<file path="config.mk">
export PLATFORM = sky130hd
export DESIGN_NAME = sdram_command_decoder
export DESIGN_NICKNAME = d
export VERILOG_FILES = /design/src/hw/cmd_decode_pkg.sv /design/src/hw/sdram_command_decoder.sv
export SDC_FILE = /design/constraint.sdc
export NUM_CORES = 1
export LEC_CHECK = 0
export BUFFER_PORTS_ARGS = -buffer_cell sky130_fd_sc_hd__buf_2
export CORE_MARGIN = 2
export CORE_UTILIZATION = 52
export DETAILED_ROUTE_END_ITERATION = 10
export GPL_TIMING_DRIVEN = 0
export PLACE_DENSITY = 0.74
export SLEW_MARGIN = 20
export SYNTH_ARGS = -nofsm -noshare
export SYNTH_HDL_FRONTEND = slang
export SYNTH_SLANG_ARGS = --single-unit
export TNS_END_PERCENT = 30
</file>
<file path="constraint.sdc">
create_clock -name clk -period 5.1 [get_ports clk]
set_input_delay 0.51 -clock clk [delete_from_list [all_inputs] [get_ports clk]]
set_output_delay 0.51 -clock clk [all_outputs]
set_load 0.005 [all_outputs]
</file>
<file path="src/hw/cmd_decode_pkg.sv">
// Shared constants and types for the command decoder
package cmd_decode_pkg;
    // ==========================================================
    // Command codes
    typedef enum logic [4:0] {
        CMD_DESELECT = 5'h00,
        CMD_NOP = 5'h01,
        CMD_MODE_REGISTER_SET = 5'h02,
        CMD_REFRESH = 5'h03,
        CMD_SELF_REFRESH_ENTRY = 5'h04,
        CMD_SELF_REFRESH_EXIT = 5'h05,
        CMD_PRECHARGE = 5'h06,
        CMD_PRECHARGE_ALL = 5'h07,
        CMD_ACTIVATE = 5'h08,
        CMD_WRITE = 5'h09,
        CMD_READ = 5'h0a,
        CMD_POWER_DOWN_ENTRY = 5'h0b,
        CMD_POWER_DOWN_EXIT = 5'h0c,
        CMD_CALIBRATION_LONG = 5'h0d,
        CMD_CALIBRATION_SHORT = 5'h0e,
        CMD_ILLEGAL = 5'h0f
    } cmd_e;

    // ==========================================================
    // Device power state
    typedef enum logic [1:0] {
        ST_ACTIVE = 2'b00,
        ST_POWER_DOWN = 2'b01,
        ST_SELF_REFRESH = 2'b10
    } pwr_e;

    // ==========================================================
    // Field layout and reset values
    localparam int BANK_W = 3;
    localparam int MR_SEL_W = 2;
    localparam int BURST_FULL_BEATS = 8;
    localparam int BURST_CHOP_BEATS = 4;
    localparam logic [3:0] BURST_CNT_RESET = 4'h0;

    // Pin levels of one clock edge; strobes active low
    typedef struct packed {
        logic cke;
        logic cs_n;
        logic ras_n;
        logic cas_n;
        logic we_n;
        logic auto_precharge_bit;
        logic burst_chop_bit;
        logic [BANK_W-1:0] bank;
    } pins_s;

    // Synchroniser reset level: a deselect with cke high, so release shows no cke edge
    localparam pins_s PINS_RESET = '{cke: 1'b1, cs_n: 1'b1, ras_n: 1'b1, cas_n: 1'b1, we_n: 1'b1, default: '0};

    // Decoded command with its qualifiers
    typedef struct packed {
        cmd_e cmd;
        logic [BANK_W-1:0] bank;
        logic auto_precharge;
        logic chopped_burst_four;
    } dec_s;
endpackage : cmd_decode_pkg

</file>
<file path="src/hw/sdram_command_decoder.sv">
// Command decoder: pin levels in, decoded command and burst state out
// Function
// - Decode command pins at rising clock edge
// - Bank bits pick bank or mode register
// - Bursts run to completion; mode selects length
// - No refresh performed while in power-down
// - Termination ignored by decode; off in self-refresh
// - Self-refresh exit on cke high with nop/deselect
// - No-operation never cancels running burst
// - Deselect behaves like no-operation; only the code on cmd_out differs
// - Write encoding; chop bit low selects four
// - Fixed-length write ignores chop bit level
// - Read encoding; chop bit selects four or eight
// - Write with auto-precharge closes bank after burst
// - Read with auto-precharge closes bank after burst
module sdram_command_decoder #(
    parameter int BANK_W = cmd_decode_pkg::BANK_W
) (
    input wire logic clk,
    input wire logic reset,
    input wire logic clk_en,
    input wire logic reset_n_pin,
    input wire cmd_decode_pkg::pins_s pins,
    input wire logic termination_control,
    input wire logic burst_on_fly_mode,
    input wire logic fixed_chop_mode,
    output cmd_decode_pkg::dec_s cmd_out,
    output logic cmd_valid,
    output logic [cmd_decode_pkg::MR_SEL_W-1:0] mode_register_select,
    output logic burst_active,
    output logic auto_precharge_done,
    output logic [BANK_W-1:0] auto_precharge_bank,
    output logic refresh_start,
    output logic termination_enable,
    output cmd_decode_pkg::pwr_e power_state
);
    // ==========================================================
    // Input synchronisers; the reset pin is synchronised too
    cmd_decode_pkg::pins_s pins_m_r, pins_s_r;
    logic term_m_r, term_s_r, rst_m_r, rst_s_r, cke_prev_r;
    cmd_decode_pkg::pwr_e power_r, power_nxt;

    always_ff @(posedge clk or posedge reset) begin
        if (reset) begin
            pins_m_r <= cmd_decode_pkg::PINS_RESET;
            pins_s_r <= cmd_decode_pkg::PINS_RESET;
            term_m_r <= 1'b0;
            term_s_r <= 1'b0;
            rst_m_r <= 1'b0;
            rst_s_r <= 1'b0;
            cke_prev_r <= cmd_decode_pkg::PINS_RESET.cke;
        end else if (clk_en) begin
            pins_m_r <= pins;
            pins_s_r <= pins_m_r;
            term_m_r <= termination_control;
            term_s_r <= term_m_r;
            rst_m_r <= reset_n_pin;
            rst_s_r <= rst_m_r;
            cke_prev_r <= pins_s_r.cke;
        end
    end

    // ==========================================================
    // Pure decode of one sampled edge
    cmd_decode_pkg::dec_s dec;
    always_comb begin
        dec.bank = pins_s_r.bank;
        dec.auto_precharge = 1'b0;
        dec.chopped_burst_four = 1'b0;
        dec.cmd = cmd_decode_pkg::CMD_ILLEGAL;
        // decoded from cke history, strobes, auto_precharge_bit and power state; termination is not looked at
        if (!cke_prev_r) begin
            if (pins_s_r.cke && (pins_s_r.cs_n || (pins_s_r.ras_n && pins_s_r.cas_n && pins_s_r.we_n)))
                dec.cmd = (power_r == cmd_decode_pkg::ST_SELF_REFRESH) ? cmd_decode_pkg::CMD_SELF_REFRESH_EXIT
                                                                      : cmd_decode_pkg::CMD_POWER_DOWN_EXIT;
            else if (!pins_s_r.cke)
                dec.cmd = cmd_decode_pkg::CMD_DESELECT;
        end else if (!pins_s_r.cke) begin
            if (pins_s_r.cs_n || (pins_s_r.ras_n && pins_s_r.cas_n && pins_s_r.we_n))
                dec.cmd = cmd_decode_pkg::CMD_POWER_DOWN_ENTRY;
            else if (!pins_s_r.ras_n && !pins_s_r.cas_n && pins_s_r.we_n)
                dec.cmd = cmd_decode_pkg::CMD_SELF_REFRESH_ENTRY;
        end else if (pins_s_r.cs_n) begin
            dec.cmd = cmd_decode_pkg::CMD_DESELECT;
        end else begin
            case ({pins_s_r.ras_n, pins_s_r.cas_n, pins_s_r.we_n})
                3'b000: dec.cmd = cmd_decode_pkg::CMD_MODE_REGISTER_SET;
                3'b001: dec.cmd = cmd_decode_pkg::CMD_REFRESH;
                3'b010: dec.cmd = pins_s_r.auto_precharge_bit ? cmd_decode_pkg::CMD_PRECHARGE_ALL
                                                              : cmd_decode_pkg::CMD_PRECHARGE;
                3'b011: dec.cmd = cmd_decode_pkg::CMD_ACTIVATE;
                3'b100, 3'b101: begin
                    dec.cmd = pins_s_r.we_n ? cmd_decode_pkg::CMD_READ : cmd_decode_pkg::CMD_WRITE;
                    dec.auto_precharge = pins_s_r.auto_precharge_bit;
                    // fixed mode ignores the chop bit level
                    dec.chopped_burst_four = burst_on_fly_mode ? !pins_s_r.burst_chop_bit : fixed_chop_mode;
                end
                3'b110: dec.cmd = pins_s_r.auto_precharge_bit ? cmd_decode_pkg::CMD_CALIBRATION_LONG
                                                              : cmd_decode_pkg::CMD_CALIBRATION_SHORT;
                3'b111: dec.cmd = cmd_decode_pkg::CMD_NOP;
                default: dec.cmd = cmd_decode_pkg::CMD_ILLEGAL;
            endcase
        end
    end

    // ==========================================================
    // Power state and burst tracking
    logic [3:0] burst_cnt_r, burst_cnt_nxt;
    logic ap_pend_r, ap_pend_nxt;
    logic [BANK_W-1:0] ap_bank_r, ap_bank_nxt;
    logic ap_done_nxt, refresh_nxt, term_nxt, valid_nxt, is_burst, burst_active_nxt;

    assign is_burst = (dec.cmd == cmd_decode_pkg::CMD_READ) || (dec.cmd == cmd_decode_pkg::CMD_WRITE);

    always_comb begin
        power_nxt = power_r;
        burst_cnt_nxt = burst_cnt_r;
        ap_pend_nxt = ap_pend_r;
        ap_bank_nxt = ap_bank_r;
        ap_done_nxt = 1'b0;
        case (dec.cmd)
            cmd_decode_pkg::CMD_SELF_REFRESH_ENTRY: power_nxt = cmd_decode_pkg::ST_SELF_REFRESH;
            cmd_decode_pkg::CMD_POWER_DOWN_ENTRY: power_nxt = cmd_decode_pkg::ST_POWER_DOWN;
            cmd_decode_pkg::CMD_SELF_REFRESH_EXIT, cmd_decode_pkg::CMD_POWER_DOWN_EXIT:
                power_nxt = cmd_decode_pkg::ST_ACTIVE;
            default: power_nxt = power_r;
        endcase
        // a running burst counts down whatever arrives; new bursts only start when idle
        if (burst_cnt_r != 4'h0) begin
            burst_cnt_nxt = burst_cnt_r - 4'h1;
            if (burst_cnt_r == 4'h1 && ap_pend_r) begin
                ap_done_nxt = 1'b1;
                ap_pend_nxt = 1'b0;
            end
        end else if (is_burst) begin
            burst_cnt_nxt = dec.chopped_burst_four ? 4'(cmd_decode_pkg::BURST_CHOP_BEATS)
                                                   : 4'(cmd_decode_pkg::BURST_FULL_BEATS);
            ap_pend_nxt = dec.auto_precharge;
            ap_bank_nxt = dec.bank;
        end
        refresh_nxt = (dec.cmd == cmd_decode_pkg::CMD_REFRESH) && (power_r == cmd_decode_pkg::ST_ACTIVE);
        term_nxt = term_s_r && (power_nxt != cmd_decode_pkg::ST_SELF_REFRESH);
        valid_nxt = (dec.cmd != cmd_decode_pkg::CMD_DESELECT) && (dec.cmd != cmd_decode_pkg::CMD_NOP);
        burst_active_nxt = (burst_cnt_nxt != 4'h0);
    end

    // Pin reset is folded in synchronously so reset_n_pin feeds no async reset path
    always_ff @(posedge clk or posedge reset) begin
        if (reset) begin
            power_r <= cmd_decode_pkg::ST_ACTIVE;
            burst_cnt_r <= cmd_decode_pkg::BURST_CNT_RESET;
            ap_pend_r <= 1'b0;
            ap_bank_r <= '0;
            cmd_out <= '0;
            cmd_valid <= 1'b0;
            burst_active <= 1'b0;
            mode_register_select <= '0;
            auto_precharge_done <= 1'b0;
            refresh_start <= 1'b0;
            termination_enable <= 1'b0;
        end else if (clk_en) begin
            if (!rst_s_r) begin
                power_r <= cmd_decode_pkg::ST_ACTIVE;
                burst_cnt_r <= cmd_decode_pkg::BURST_CNT_RESET;
                ap_pend_r <= 1'b0;
                cmd_valid <= 1'b0;
                burst_active <= 1'b0;
                auto_precharge_done <= 1'b0;
                refresh_start <= 1'b0;
                termination_enable <= 1'b0;
            end else begin
                power_r <= power_nxt;
                burst_cnt_r <= burst_cnt_nxt;
                burst_active <= burst_active_nxt;
                ap_pend_r <= ap_pend_nxt;
                ap_bank_r <= ap_bank_nxt;
                cmd_out <= dec;
                cmd_valid <= valid_nxt;
                if (dec.cmd == cmd_decode_pkg::CMD_MODE_REGISTER_SET)
                    mode_register_select <= dec.bank[cmd_decode_pkg::MR_SEL_W-1:0];
                auto_precharge_done <= ap_done_nxt;
                refresh_start <= refresh_nxt;
                termination_enable <= term_nxt;
            end
        end
    end

    assign auto_precharge_bank = ap_bank_r;
    assign power_state = power_r;
endmodule : sdram_command_decoder

</file>
# Yosys cells after proc, flatten, opt, wreduce, memory -nomap -nowiden
# Index checks and enable logic that the tools add are counted.
# totals
regBits,52
latch_bits,0
mem_bits_rw,0
rom_bits,0
input_bits,17
word_cells,117
memories,0
# op_classes
n_addsub,1
multipliers,0
div_mod_pow,0
magnitude_cmp,0
n_eq_ne,21
n_shift,0
muxes,34
bitwise_logic,1
reduce_logical,25
# op_table
operator,n
$mux W4,9
$pmux W5 S7,1
$eq A5 B4 Y1 const B,4
$mux W5,3
$mux W2,7
$mux W1,13
$eq A3 B3 Y1 const B,4
$eq A5 B2 Y1 const B,2
$eq A5 B3 Y1 const B,2
$logic_and A1 B1 Y1,9
$reduce_bool A4 Y1,2
$eq A3 B2 Y1 const B,2
$pmux W2 S3,1
$reduce_and A3 Y1,2
$ne A5 B1 Y1 const B,1
$reduce_bool A5 Y1,1
$eq A4 B1 Y1 const B,1
$reduce_and A4 Y1,1
$reduce_or A2 Y1,2
$sub A4 B1 Y4 const B,1
$eq A3 B1 Y1 const B,1
$logic_not A1 Y1,3
$logic_not A3 Y1,1
$ne A3 B1 Y1 const B,1
other kinds (7),8

# Depth between registers and ports, before layout
# depth
depth_word,13
mapped_depth,7
depth_no_buf,7

# Least setup slack after synthesis
# OpenSTA, ideal clock, no wires.
# synth_path
kind,register -> register
start,register pins_s_r[5] in the netlist's numbering
end,register mode_register_select[0] in the netlist's numbering
setup_time_ps,128
arrival_time_ps,2220
path_slack_ps,2753
stages_incl_launch_ff,7
synth_period_minus_slack_ps,2347
path_cell_list,dfstp_2 > or4b_4 > a22oi_4 > o31ai_2 > or2_4 > nor4_4 > mux2_1
# synth_via
elab_chain_len,8
elab_cells_between_ends,23
# synth_rtl
item,line,text
start: declaration,sdram_command_decoder.sv:39,"cmd_decode_pkg::pins_s pins_m_r, pins_s_r;"
start signal: assignment,sdram_command_decoder.sv:46,pins_s_r <= cmd_decode_pkg::PINS_RESET;
start signal: assignment,sdram_command_decoder.sv:54,pins_s_r <= pins_m_r;
$eq A3 B3 Y1,sdram_command_decoder.sv:86,"case ({pins_s_r.ras_n, pins_s_r.cas_n, pins_s_r.we_n})"
$reduce_or A2 Y1,sdram_command_decoder.sv:86,
$pmux W5 S7,sdram_command_decoder.sv:86,
$mux W5,sdram_command_decoder.sv:83,end else if (pins_s_r.cs_n) begin
$mux W5,sdram_command_decoder.sv:78,end else if (!pins_s_r.cke) begin
$mux W5 (*),sdram_command_decoder.sv:72,if (!cke_prev_r) begin
$eq A5 B2 Y1 (*),sdram_command_decoder.sv:179,if (dec.cmd == cmd_decode_pkg::CMD_MODE_REGISTER_SET)
$reduce_and A3 Y1 (no source line) (*),--,
end signal: assignment,sdram_command_decoder.sv:180,mode_register_select <= dec.bank[cmd_decode_pkg::MR_SEL_W-1:0];
end: declaration,sdram_command_decoder.sv:29,"output logic [cmd_decode_pkg::MR_SEL_W-1:0] mode_register_select,"
# Mark *: on every way between the ends. The rest lies on a longest branch, timed or not. The select of a mux whose other input is x is not followed.
# A chain may end at the register's enable or synchronous reset.

# Worst setup path after layout
# layout_path
start,register cke_prev_r
end,register ap_bank_r[2] (netlist: auto_precharge_bank[2])
# layout_via
elab_chain_len,4
elab_cells_between_ends,5
# layout_rtl
item,line,text
start: declaration,sdram_command_decoder.sv:40,"logic term_m_r, term_s_r, rst_m_r, rst_s_r, cke_prev_r;"
start signal: assignment,sdram_command_decoder.sv:51,cke_prev_r <= cmd_decode_pkg::PINS_RESET.cke;
start signal: assignment,sdram_command_decoder.sv:59,cke_prev_r <= pins_s_r.cke;
$mux W5 (*),sdram_command_decoder.sv:72,
$eq A5 B4 Y1,sdram_command_decoder.sv:113,assign is_burst = (dec.cmd == cmd_decode_pkg::CMD_READ) || (dec.cmd == cmd_decode_pkg::CMD_WRITE);
$logic_or A1 B1 Y1 (*),sdram_command_decoder.sv:113,
$reduce_and A4 Y1 (no source line) (*),--,
end signal: assignment,sdram_command_decoder.sv:176,ap_bank_r <= ap_bank_nxt;
end: declaration,sdram_command_decoder.sv:110,"logic [BANK_W-1:0] ap_bank_r, ap_bank_nxt;"
# Mark *: on every way between the ends. The rest lies on a longest branch, timed or not.

==> results.cfg <==
[run_status]
status = finished, final reports clean

[worst_setup_path]
required_ps = 5300
startpoint_type = flip-flop
worstPathArrival_ps = 2860
path_max_fanout = 10
crit_type = reg2reg
crit_path_end_kind = flip-flop

[power]
p_comb_share_pct = 31.0
leakage_nw = 1.33
p_seq_share_pct = 45.3
switching_share_pct = 32.9
cell_internal_pwr_mw = 0.818
ir_drop_mv = 0.268
pwr_density_cell_nw_per_um2 = 412
clkPwrFrac_pct = 23.7
p_switching_mw = 0.401

[global_route]
grt-ovfl-total = 0
antenna_found_initial = 0
grt_pass1_vias = 1802
grt_max_degree = 27
grt_pass1_wl_um = 8610
track_usage_pct = 20.6

[routing]
firstDrtPassIters = 4
wl_per_cell_um = 15.1
drt_iter0_drc = 240
antenna_left = 0
vias_per_cell = 5.54
routed-via-count = 1877
wirelength_um = 5100
drc = 0

[synthesis]
ys_types = 54
async_flop_share_pct = 100
synth-edff-count = 0
syn_area_um2 = 2550
ys.flop_type = dfrtp_1
synth.most_common_cell = dfrtp_1
synth-seq-area-share_pct = 50.5
yosysTopAreaCell = dfrtp_1
netlist_top_cells_area = dfrtp_1 39%, mux2_2 13%, dfstp_2 11%
synth_seq_cells = 51
syn_nets = 246
synthDominantCellAreaShare_pct = 39.2
yosys-top-cells-count = 40 x dfrtp_1, 29 x mux2_2, 16 x nand2_1, 14 x inv_1, 14 x o21ai_0
netlist_instances = 226
synth_area_per_cell_um2 = 11.3
yosysWarnings = 0

[cells_and_area]
fin_nets = 291
final_layout_size_suffix_gt1_share_pct = 38.2
seq_area_um2 = 1290
antenna_cells = 0
final_util_pct = 62.6
area_growth_pct = 15.8
multi_input_area_um2 = 1150
fillCellCount = 378
final_area_um2 = 2960

[die]
io_pins = 39
start_util_pct = 54.1
rows = 25
die-height_um = 74.1
die_w_um = 74.1
die_area_um2 = 5490
core_area_um2 = 4720

[cts]
clkLatencyLatePin_ps = 310
cts-root-buf = clkbuf_8
clockBufferDepth = 2
postCtsSetupBuffers = 0
cts-resized-gates = 0
cts_tree = done
numCtsBuffers = 5
cts.reportedPaths.clkPinSlew_ps = 100
htreeDepth = 2
hold_buffers = 0
cts.sinks = 51

[timing]
hold_slack_ps = 246
slew_viol_final = 0
fmax_mhz = 375
fin_setup_tns_ps = 0
rsz0062_at_grt = false
hold_viol_final = 0
report.final.setup_viol = 0
tightest_slew_ps = 760
post-route-min-period_ps = 2670
max_slew_margin_pct = 49.2
min_period_over_period_pct = 52.3
finalClockSkew_ps = 10.4

[placed_design]
dp_hpwl_um = 3770
io_buffer_count = 37
gp_congestion = 0.866
dpl_cell_area_um2 = 2840

[flow_run]
cap_violations = 0

[hold_path]
hold_path_class = in2async
==> state kept, by name, indices dropped and copies added (netlist names) <==
signal                cells
rst_s_r                   1
dec                       3
power_state               2
refresh_start             1
pins_m_r                 10
rst_m_r                   1
auto_precharge_bank       3
pins_s_r                  7
burst_cnt_r               4
term_s_r                  1
mode_register_select      2
cke_prev_r                1
cmd_valid                 1
termination_enable        1
ap_pend_r                 1
cmd_out                   9
auto_precharge_done       1
term_m_r                  1
burst_active              1
==> stage by stage <==
step | power (mW) | instances | setup slack, ps
2_1_floorplan | 0.818 | 226 | 2750
3_3_place_gp | 0.923 | 330 | 2470
3_5_place_dp | 0.935 | 331 | 2450
4_1_cts | 1.22 | 339 | 2430
5_1_grt | 1.29 | 339 | 2240
6_report | 1.22 | 339 | 2430
==> per-layer routing <==
| layer | global-route usage, % | routed length, µm | up-vias |
|---|---|---|---|
| met3 | 4.07 | 253 | 8 |
| met4 | 7.07 | 90 | 0 |
| met1 | 30.0 | 2430 | 900 |
| met5 | 0 | 0 | - |
| li1 | - | - | 915 |
| met2 | 31.1 | 2330 | 54 |
==> path summary, 6_finish.rpt <==
| kind | startpoint | endpoint | cells past startpoint | slack, ps |
|---|---|---|---|---|
| setup / recovery | cke_prev_r | auto_precharge_bank[2] | 7 | 2430 |
| hold / removal | reset | mode_register_select[0] | 2 | 250 |
| setup reg to reg | cke_prev_r | auto_precharge_bank[2] | 7 | 2430 |
| hold reg to reg | cmd_out[7] | cmd_out[7] | 2 | 480 |
| max in group asynchronous | reset | cmd_out[8] | 3 | 4310 |
| min in group clk | pins[0] | pins_m_r[0] | 2 | 430 |
==> placed cells by master, fill, tap and decap left out, types with 2 or more instances in the layout <==
master     synthesis  routed
a211o_2            2       2
a211oi_1           2       2
a21oi_1            5       5
a221o_1            3       3
a221oi_1           2       2
a31oi_1            3       3
and2_1             3       3
buf_1              3       3
buf_2              3      40
clkbuf_1           5       5
clkbuf_8           0       5
dfrtp_1           40      40
dfstp_2           11      11
ha_1               3       3
inv_1             14      13
mux2_1             2       2
mux2_2            29      29
mux2i_1            2       2
nand2_1           16      16
nand2b_1           2       2
nand3_1            7       7
nand4_1            2       2
nor2_1            11      11
nor2b_1            3       3
nor3_1             4       4
nor3b_1            2       2
nor4b_1            2       2
o21ai_0           14      14
o221ai_1           2       2
o22ai_1            2       2
o2bb2ai_1          2       2
o31ai_1            2       2
==> kinds of logic (layout without fill, tap and decap cells) <==
group | after synthesis | after routing | synth area share, %
flip-flops | 51 | 51 | 50.5
buffers and inverters | 27 | 73 | 4.55
other | 1 | 1 | 0.147
adder cells (fa/ha/maj) | 3 | 3 | 1.47
AO/OA/AOI/OAI | 52 | 52 | 16.2
AND/OR/NAND/NOR | 59 | 59 | 12.7
multiplexers | 33 | 33 | 14.4
==> critical path: stages, from the launching register on <==
cell	delay, ps
dfstp_2	520
clkbuf_1	330
nor2b_1	180
a221o_1	350
nor2_1	250
nand3_1	250
a21oi_4	310
mux2_2	360
==> area by class of cell <==
type	instances	share of cell area, %
Inverter	14	1.78
Clock buffer	5	2.33
Buffer	13	2.16
Sequential cell	51	43.6
Clock inverter	3	1.56
Tap cell	67	2.83
Multi-Input combinational cell	148	38.8
Timing Repair Buffer	38	6.93
==> power groups by stage <==
stage	clock [mW]	sequential, mW	combinational [mW]
after floorplan	0	0.552	0.266
after global placement	0	0.556	0.367
after detailed placement	0	0.560	0.375
after CTS	0.295	0.553	0.377
after global routing	0.309	0.562	0.421
final	0.289	0.552	0.377
No activity file was read; power rests on OpenSTA's default activity.
